`src/mcw_pkg.sv`:
```
/*
 * mcw_pkg: constants for the mode code control word logic.
 * Assumes a 32-bit APB slave; each register takes one aligned word.
 */
package mcw_pkg;
  // register byte addresses
  localparam logic [7:0] ADDR_RX_CTRL  = 8'h00;
  localparam logic [7:0] ADDR_TX_CTRL  = 8'h04;
  localparam logic [7:0] ADDR_CONFIG   = 8'h08;
  localparam logic [7:0] ADDR_IRQ_EN   = 8'h0c;
  localparam logic [7:0] ADDR_IRQ_STAT = 8'h10;
  // control word fields
  localparam int BIT_INDEX_ZERO_IRQ_ENABLE   = 15;
  localparam int BIT_IWA     = 14;
  localparam int BIT_BROADCAST_IRQ_ENABLE    = 13;
  localparam int BIT_BUSY    = 12;
  localparam int BIT_ACC     = 11;
  localparam int BIT_PTRB    = 10;
  localparam int BIT_BROADCAST_SEEN_FLAG   = 9;
  localparam int BIT_ACK     = 8;
  localparam int BIT_STOP    = 3;
  localparam int BIT_PPSEL   = 2;
  localparam logic [15:0] CW_RESET = 16'h0000;
  // host may write these anytime; ppsel only while not executing
  localparam logic [15:0] CW_HOST_MASK = 16'hf008;
  // config register fields
  localparam int CFG_EXEC    = 0;
  localparam int CFG_BCINV   = 1;
  // irq enable / status fields
  localparam int IRQ_INDEX_ZERO_IRQ_ENABLE   = 0;
  localparam int IRQ_IWA     = 1;
  localparam int IRQ_BROADCAST_IRQ_ENABLE    = 2;
  // command decode
  localparam logic [4:0] SA_MODE_LO  = 5'h00;
  localparam logic [4:0] SA_MODE_HI  = 5'h1f;
  localparam logic [4:0] RT_BROADCAST_SEEN_FLAG    = 5'h1f;
  localparam logic [4:0] MC_TERM_RST = 5'h08;
  localparam logic [4:0] MC_DATA_LO  = 5'h10;
endpackage : mcw_pkg

```
`src/mcw_ctrl.sv`:
```
/*
 * mcw_ctrl: receive and transmit mode code control words with APB access.
 * Assumes the terminal's command engine drives one-cycle start/done pulses
 * with the command fields held stable from start to done.
 */
// The APB slave port and the address map were chosen for this implementation.
`timescale 1ns/1ps
`default_nettype none

// Overview of operation
// - Transmit mode control word used for T/R one and subaddress 0 or 31.
// - Receive mode control word used for T/R zero and subaddress 0 or 31.
// - Bits 11..8 device-only; bit 2 host-written while not executing; 3, 15..12 anytime.
// - Master reset clears all; software reset clears accessed, pointer-B, broadcast.
// - Accessed flag set on completion, cleared by a host read.
// - Valid broadcast receive mode command sets receive broadcast flag.
// - Valid broadcast transmit mode command sets transmit broadcast flag.
// - Broadcast-invalid option rejects address 31 commands entirely.
// - Bit 2 high selects ping-pong, low selects indexed buffering.
// - Stop request clears acknowledge; removing it sets acknowledge again.
// - Receive, ping-pong, acknowledge low: overwrite chosen buffer, no toggle.
// - Transmit, ping-pong, acknowledge low: single buffer per pointer-B, no toggle.
// - Pointer-B selects A or B; toggles after each error-free message.
// - No toggle after error, illegal or busy; resets clear pointer-B.
// - Index-zero interrupt when both enables set and index hits 1 to 0.
// - Accessed interrupt on each valid command when both enables set.
// - Broadcast interrupt after valid broadcast command when both enables set.
// - Force busy answers busy, moves no data for codes 16-31, no toggle.
// - Force busy ignored for terminal reset mode code 8.
// - Unused bits 7..4 and 1..0 carry no function; they read zero.
module mcw_ctrl #(
  parameter int ADDR_W = 8
) (
  // clock and reset
  input  wire logic              i_clk,
  input  wire logic              i_reset,
  input  wire logic              i_software_reset,
  // apb slave
  input  wire logic              i_psel,
  input  wire logic              i_penable,
  input  wire logic              i_pwrite,
  input  wire logic [ADDR_W-1:0] i_paddr,
  input  wire logic [31:0]       i_pwdata,
  output logic      [31:0]       o_prdata,
  output logic                   o_pready,
  output logic                   o_pslverr,
  // command engine
  input  wire logic              i_cmd_start,
  input  wire logic              i_cmd_done,
  input  wire logic              i_cmd_error,
  input  wire logic              i_cmd_illegal,
  input  wire logic              i_cmd_tx,
  input  wire logic [4:0]        i_cmd_rt_addr,
  input  wire logic [4:0]        i_cmd_subaddr,
  input  wire logic [4:0]        i_cmd_mode_code,
  input  wire logic              i_index_hit_zero,
  // decisions back to the command engine
  output logic                   o_cmd_is_mode,
  output logic                   o_cmd_valid,
  output logic                   o_respond_busy,
  output logic                   o_data_inhibit,
  output logic                   o_use_pingpong,
  output logic                   o_use_pointer_b,
  output logic                   o_message_irq_out
);

  // command decode
  wire        sa_mode   = (i_cmd_subaddr == mcw_pkg::SA_MODE_LO) ||
                          (i_cmd_subaddr == mcw_pkg::SA_MODE_HI);
  wire        is_broadcast_seen_flag  = (i_cmd_rt_addr == mcw_pkg::RT_BROADCAST_SEEN_FLAG);
  logic [15:0] rx_reg, tx_reg;
  logic [2:0]  cfg_reg;
  logic [2:0]  irq_en_reg;
  logic [2:0]  irq_stat_reg;
  logic        busy_reg;
  wire        bc_inv    = cfg_reg[mcw_pkg::CFG_BCINV];
  wire        executing = cfg_reg[mcw_pkg::CFG_EXEC];
  wire        mode_cmd  = sa_mode;
  wire        cmd_ok    = mode_cmd && !(is_broadcast_seen_flag && bc_inv);
  wire [15:0] cur_cw    = i_cmd_tx ? tx_reg : rx_reg;
  wire        term_rst  = (i_cmd_mode_code == mcw_pkg::MC_TERM_RST);
  wire        busy      = cur_cw[mcw_pkg::BIT_BUSY] && !term_rst;
  wire        data_code = (i_cmd_mode_code >= mcw_pkg::MC_DATA_LO);
  wire        pp_sel    = cur_cw[mcw_pkg::BIT_PPSEL];
  wire        pp_live   = pp_sel && cur_cw[mcw_pkg::BIT_ACK];
  wire        good_done = i_cmd_done && cmd_ok && !i_cmd_error && !i_cmd_illegal;
  wire        toggle    = good_done && pp_live && !busy;

  assign o_cmd_is_mode   = mode_cmd;
  assign o_cmd_valid     = cmd_ok;
  assign o_respond_busy  = cmd_ok && busy;
  assign o_data_inhibit  = cmd_ok && busy && data_code;
  assign o_use_pingpong  = pp_sel;
  assign o_use_pointer_b = pp_sel && cur_cw[mcw_pkg::BIT_PTRB];

  // command in progress, gates acknowledge updates
  always_ff @(posedge i_clk) begin
    if (i_reset) begin
      busy_reg <= 1'b0;
    end else if (i_cmd_start) begin
      busy_reg <= 1'b1;
    end else if (i_cmd_done) begin
      busy_reg <= 1'b0;
    end
  end
  wire idle = !busy_reg && !i_cmd_start;

  // apb decode
  wire        apb_acc = i_psel && i_penable;
  wire        apb_wr  = apb_acc && i_pwrite;
  wire        apb_rd  = apb_acc && !i_pwrite;
  wire        hit_rx  = (i_paddr == mcw_pkg::ADDR_RX_CTRL);
  wire        hit_tx  = (i_paddr == mcw_pkg::ADDR_TX_CTRL);
  wire        hit_cfg = (i_paddr == mcw_pkg::ADDR_CONFIG);
  wire        hit_ien = (i_paddr == mcw_pkg::ADDR_IRQ_EN);
  wire        hit_ist = (i_paddr == mcw_pkg::ADDR_IRQ_STAT);
  wire        mapped  = hit_rx || hit_tx || hit_cfg || hit_ien || hit_ist;
  assign o_pready  = 1'b1;
  assign o_pslverr = apb_acc && !mapped;

  // host write mask: ppsel only while not executing
  wire [15:0] wmask = mcw_pkg::CW_HOST_MASK |
                      (executing ? 16'h0000 : (16'h0001 << mcw_pkg::BIT_PPSEL));

  // per-word next-state, one generate entry per direction
  logic [15:0] cw_next [2];
  logic [2:0]  irq_ev  [2];
  genvar g;
  for (g = 0; g < 2; g++) begin : g_cw
    wire [15:0] cw     = (g == 1) ? tx_reg : rx_reg;
    wire        sel    = (i_cmd_tx == (g == 1)) && cmd_ok;
    wire        host_w = apb_wr && ((g == 1) ? hit_tx : hit_rx);
    wire        host_r = apb_rd && ((g == 1) ? hit_tx : hit_rx);
    wire        done   = i_cmd_done && sel;
    wire        okdone = good_done && sel;
    always_comb begin
      cw_next[g] = cw;
      irq_ev[g]  = 3'b000;
      if (host_w) begin
        cw_next[g] = (cw & ~wmask) | (i_pwdata[15:0] & wmask);
      end
      if (idle && executing) begin
        cw_next[g][mcw_pkg::BIT_ACK] = cw[mcw_pkg::BIT_PPSEL] && !cw[mcw_pkg::BIT_STOP];
      end
      if (host_r) begin
        cw_next[g][mcw_pkg::BIT_ACC] = 1'b0;
      end
      if (done) begin
        cw_next[g][mcw_pkg::BIT_ACC] = 1'b1;
      end
      if (okdone && is_broadcast_seen_flag) begin
        cw_next[g][mcw_pkg::BIT_BROADCAST_SEEN_FLAG] = 1'b1;
      end
      if (toggle && sel) begin
        cw_next[g][mcw_pkg::BIT_PTRB] = !cw[mcw_pkg::BIT_PTRB];
      end
      if (i_software_reset) begin
        cw_next[g][mcw_pkg::BIT_ACC]   = 1'b0;
        cw_next[g][mcw_pkg::BIT_PTRB]  = 1'b0;
        cw_next[g][mcw_pkg::BIT_BROADCAST_SEEN_FLAG] = 1'b0;
      end
      irq_ev[g][mcw_pkg::IRQ_INDEX_ZERO_IRQ_ENABLE] = okdone && !cw[mcw_pkg::BIT_PPSEL] &&
                                      i_index_hit_zero && cw[mcw_pkg::BIT_INDEX_ZERO_IRQ_ENABLE];
      irq_ev[g][mcw_pkg::IRQ_IWA]   = okdone && cw[mcw_pkg::BIT_IWA];
      irq_ev[g][mcw_pkg::IRQ_BROADCAST_IRQ_ENABLE]  = okdone && is_broadcast_seen_flag && cw[mcw_pkg::BIT_BROADCAST_IRQ_ENABLE];
    end
  end

  wire [2:0] irq_set = (irq_ev[0] | irq_ev[1]) & irq_en_reg;
  wire [2:0] irq_clr = (apb_wr && hit_ist) ? i_pwdata[2:0] : 3'b000;

  always_ff @(posedge i_clk) begin
    if (i_reset) begin
      rx_reg       <= mcw_pkg::CW_RESET;
      tx_reg       <= mcw_pkg::CW_RESET;
      cfg_reg      <= '0;
      irq_en_reg   <= '0;
      irq_stat_reg <= '0;
    end else begin
      rx_reg       <= cw_next[0];
      tx_reg       <= cw_next[1];
      if (apb_wr && hit_cfg) cfg_reg <= i_pwdata[2:0];
      if (apb_wr && hit_ien) irq_en_reg <= i_pwdata[2:0];
      // set wins over write-one-to-clear
      irq_stat_reg <= (irq_stat_reg & ~irq_clr) | irq_set;
    end
  end

  // read data: unused control word bits read zero
  wire [15:0] cw_rd_mask = 16'hff0c;
  wire [31:0] rd_mux =
      hit_rx  ? {16'h0000, rx_reg & cw_rd_mask} :
      hit_tx  ? {16'h0000, tx_reg & cw_rd_mask} :
      hit_cfg ? {29'h0, cfg_reg} :
      hit_ien ? {29'h0, irq_en_reg} :
      hit_ist ? {29'h0, irq_stat_reg} : 32'h0000_0000;
  assign o_prdata          = apb_rd ? rd_mux : 32'h0000_0000;
  assign o_message_irq_out = |irq_stat_reg;
endmodule : mcw_ctrl

`default_nettype wire

```
`config.mk`:
```
export PLATFORM = sky130hd
export DESIGN_NAME = mcw_ctrl
export DESIGN_NICKNAME = d
export VERILOG_FILES = /design/src/mcw_pkg.sv /design/src/mcw_ctrl.sv
export SDC_FILE = /design/constraint.sdc
export NUM_CORES = 1
export LEC_CHECK = 0
export ABC_AREA = 1
export BUFFER_PORTS_ARGS = -buffer_cell sky130_fd_sc_hd__buf_2
export CELL_PAD_IN_SITES_DETAIL_PLACEMENT = 1
export CELL_PAD_IN_SITES_GLOBAL_PLACEMENT = 1
export CORE_MARGIN = 5
export CORE_UTILIZATION = 27
export CTS_BUF_LIST = sky130_fd_sc_hd__clkbuf_8
export CTS_CLUSTER_DIAMETER = 120
export DETAILED_ROUTE_END_ITERATION = 12
export MAX_ROUTING_LAYER = met4
export PLACE_DENSITY_LB_ADDON = 0.25
export SYNTH_ARGS = -nofsm -noshare
export SYNTH_HDL_FRONTEND = slang
export SYNTH_SLANG_ARGS = --single-unit
```
`constraint.sdc`:
```
create_clock -name i_clk -period 1.4 [get_ports i_clk]
set_clock_uncertainty 0.15 [all_clocks]
set_input_delay 0.21 -clock i_clk [delete_from_list [all_inputs] [get_ports i_clk]]
set_output_delay 0.21 -clock i_clk [all_outputs]
set_load 0.01 [all_outputs]
```
==> run summary <==
Hold-fix buffers, CTS = 0
Root buf cell = clkbuf_8
Fin crit share = 130%
Starting Density = 27.9%
Via count = 2,333
DRT iter0 DRCs = 44
Die area = 8830 um2
Via-per-instance ratio = 4.55
Layout Cells excl Fill = 513
Netlist Area Pre-Place = 1900 um2
Share of cells above drive strength 1 = 55.2%
All-Layer GR Usage = 17.1%
Filler cells = 869
Initial antenna violation count = 0
Synth top cells by count = nand2_1 (55), inv_1 (36), nor2_1 (35)
Critical Path Sink Type = output pin
CTS tree = yes
Leakage = 1.53 nW
RePlAce Congestion = 0.816
Worst-case clock buffer depth = 2
Final hold vios = 0
R2r setup slk = -40 ps
Placed wire-length estimate = 5480 um
RSZ-0062 raised after global routing = yes
Util after Layout = 49.9%
Min-Delay Path Depth = 3
Min-Delay Startpoint = i_cmd_start
DRT Pass-1 Iters = 4
Count of cell types in the netlist = 31
Core footprint = 6830 um2
MaxCap Viol Count = 0
CP max FO = 3
CP top delay family = buffers and inverters
Post-Layout Inst Area = 3410 um2
Reg2reg end = irq_stat_reg[2]$_SDFF_PP0_
Leading area contributor after synthesis = dfxtp_1
Crit path DAT = 1460 ps
Row Count = 30
Port bufs = 62
Worst Setup EP = o_prdata[2]
Clk slew on worst S/H paths = 60 ps
Die Span X = 94.0 um
CTS H-tree depth = 2
Number of global-route vias before repair = 2,351
Cell count along the critical path = 10
Post-synth top area share = 31.6%
CP Class = primary input to output pin
Main synth FF type = dfxtp_1
Sequential area share after synthesis = 31.6%
Post-Syn Instances = 289
Status = finished, violations left
Final Routed Wirelength = 7920 um
Total CTS buffers = 5
Placed Cells = 482
Endpoints failing setup = 33
Clk_lat worst skew = 280 ps
DP Area = 2570 um2
Min Hold Slack = 5.62 ps
Worst path cell trace = buf_8, nor2_4, nand2_4, buf_4, buf_6, nor3_4, nand2_1, o2bb2ai_1, a21oi_1, buf_2
Worst Setup Start Kind = primary input
Syn avg cell area = 6.59 um2
Synth top area cells = dfxtp_1 (32%), nand2_1 (11%), buf_4 (8.3%)
DR WL/cell = 15.4 um
HP Class = primary input to register
Max Freq = 548 MHz
Failing checks = setup timing
WP data required = 1040 ps
Overflow after GRT = 0
Top-Level Pins = 108
Max-slew violations = 0
Power Dens Cells = 586 nW/um2
Post-synth EDFFs = 0
Reg-to-Reg Start = cfg_reg[1]$_SDFFE_PP0P_
Yosys reg bits = 30
Largest net degree at the start of global routing = 25
Post-route ant nets = 0
CP max stage cell = a21oi_1
CP Launch Point = i_paddr[7]
Largest register FFs = 18
Crit path largest cell delay = 200 ps
Final Critical Period = 1820 ps
Drt drc = 0
Worst Slack Setup Final = -423 ps
Nets@finish = 483
Async S/R FF share, synth = 0%
Die H = 94.0 um
Critical path buffer and inverter count = 4
Peak supply drop = 421 uV
Count leader, synth = nand2_1
Reg2Reg Depth = 8
N_diodes = 0
Area grow syn2layout = 79.0%
First-pass GRT wire length = 11,400 um
# clock sinks = 30
Post-Place Setup Slack = -472 ps
Yosys warning total = 0
-- cell usage in the layout, fill, tap and decap left out, types with 9 or more instances in the layout --
master,Yosys,routed
buf_6,0,29
nor2_4,4,13
nand2_4,1,10
nor2_1,35,24
a21oi_1,23,15
o21ai_2,0,9
dfxtp_1,30,26
inv_2,3,10
conb_1,2,21
buf_2,2,53
inv_1,36,28
nand2_2,1,14
nand2_1,55,33
nand3_1,15,11
buf_4,21,42
-- cell type report --
cell class | count | area, um2 | area share [%]
sequential | 30 | 608 | 17.8
multi-input combinational | 212 | 1460 | 42.9
inverter | 41 | 166 | 4.88
clock buffer | 8 | 110 | 3.23
tap | 96 | 120 | 3.53
timing repair buffer | 126 | 942 | 27.7
-- routing by layer --
layer | share of wire, % | track usage, % | up-vias | wire length (um)
met2 | 52 | 29.3 | 74 | 4130
met4 | 1.4 | 4.69 | 0 | 114
met1 | 41 | 20.6 | 1092 | 3230
li1 | - | - | 1160 | -
met3 | 5.6 | 2.88 | 7 | 442
met5 | 0 | - | - | 0
-- cells by family (layout without fill, tap and decap cells) --
family,after synthesis,count (layout),share of synthesized area [%]
and+or+nand+nor,128,129,31.4
buffers and inverters,67,175,17.8
AOI/OAI and AO/OA,62,62,18.9
DFF,30,30,31.6
other,2,21,0.395
-- power breakdown --
| group | total [W] | internal (W) | switching [W] |
|---|---|---|---|
| Sequential | 0.000855 | 0.000854 | 0.00000127 |
| Combinational | 0.000304 | 0.000122 | 0.000181 |
| Clock | 0.000839 | 0.000496 | 0.000343 |
| Total | 0.00200 | 0.00147 | 0.000526 |
-- tightest hold or removal path: cells and delay by family --
kind            cells  cell delay [ps]
buf+inv             1               90
simple gates        1               70
compound gates      1               40
-- worst min-delay path by stage --
stage               slack [ps]                          end
floorplan                  180        busy_reg$_SDFFE_PP0P_
global placement           300        busy_reg$_SDFFE_PP0P_
detailed placement         300        busy_reg$_SDFFE_PP0P_
CTS                          1        busy_reg$_SDFFE_PP0P_
global route                20  g_cw[0].cw[15]$_SDFFE_PP0P_
finish                       6        busy_reg$_SDFFE_PP0P_
-- metrics by stage --
stage	setup TNS (ps)	total power, W
6_report	-6090	0.00200
5_1_grt	-8620	0.00208
4_1_cts	-6740	0.00197
3_5_place_dp	-11820	0.00111
3_3_place_gp	-9500	0.00111
2_1_floorplan	-791	0.00102
-- what timing repair did --
| action | in CTS | in global routing |
|---|---|---|
| resized for setup | 61 | 94 |
| endpoints found under the setup margin | 28 | 44 |
| pin swaps | 19 | 34 |
| cloned | 0 | 1 |
| buffers inserted | 15 | 12 |
(Power assumes the default switching activity.)
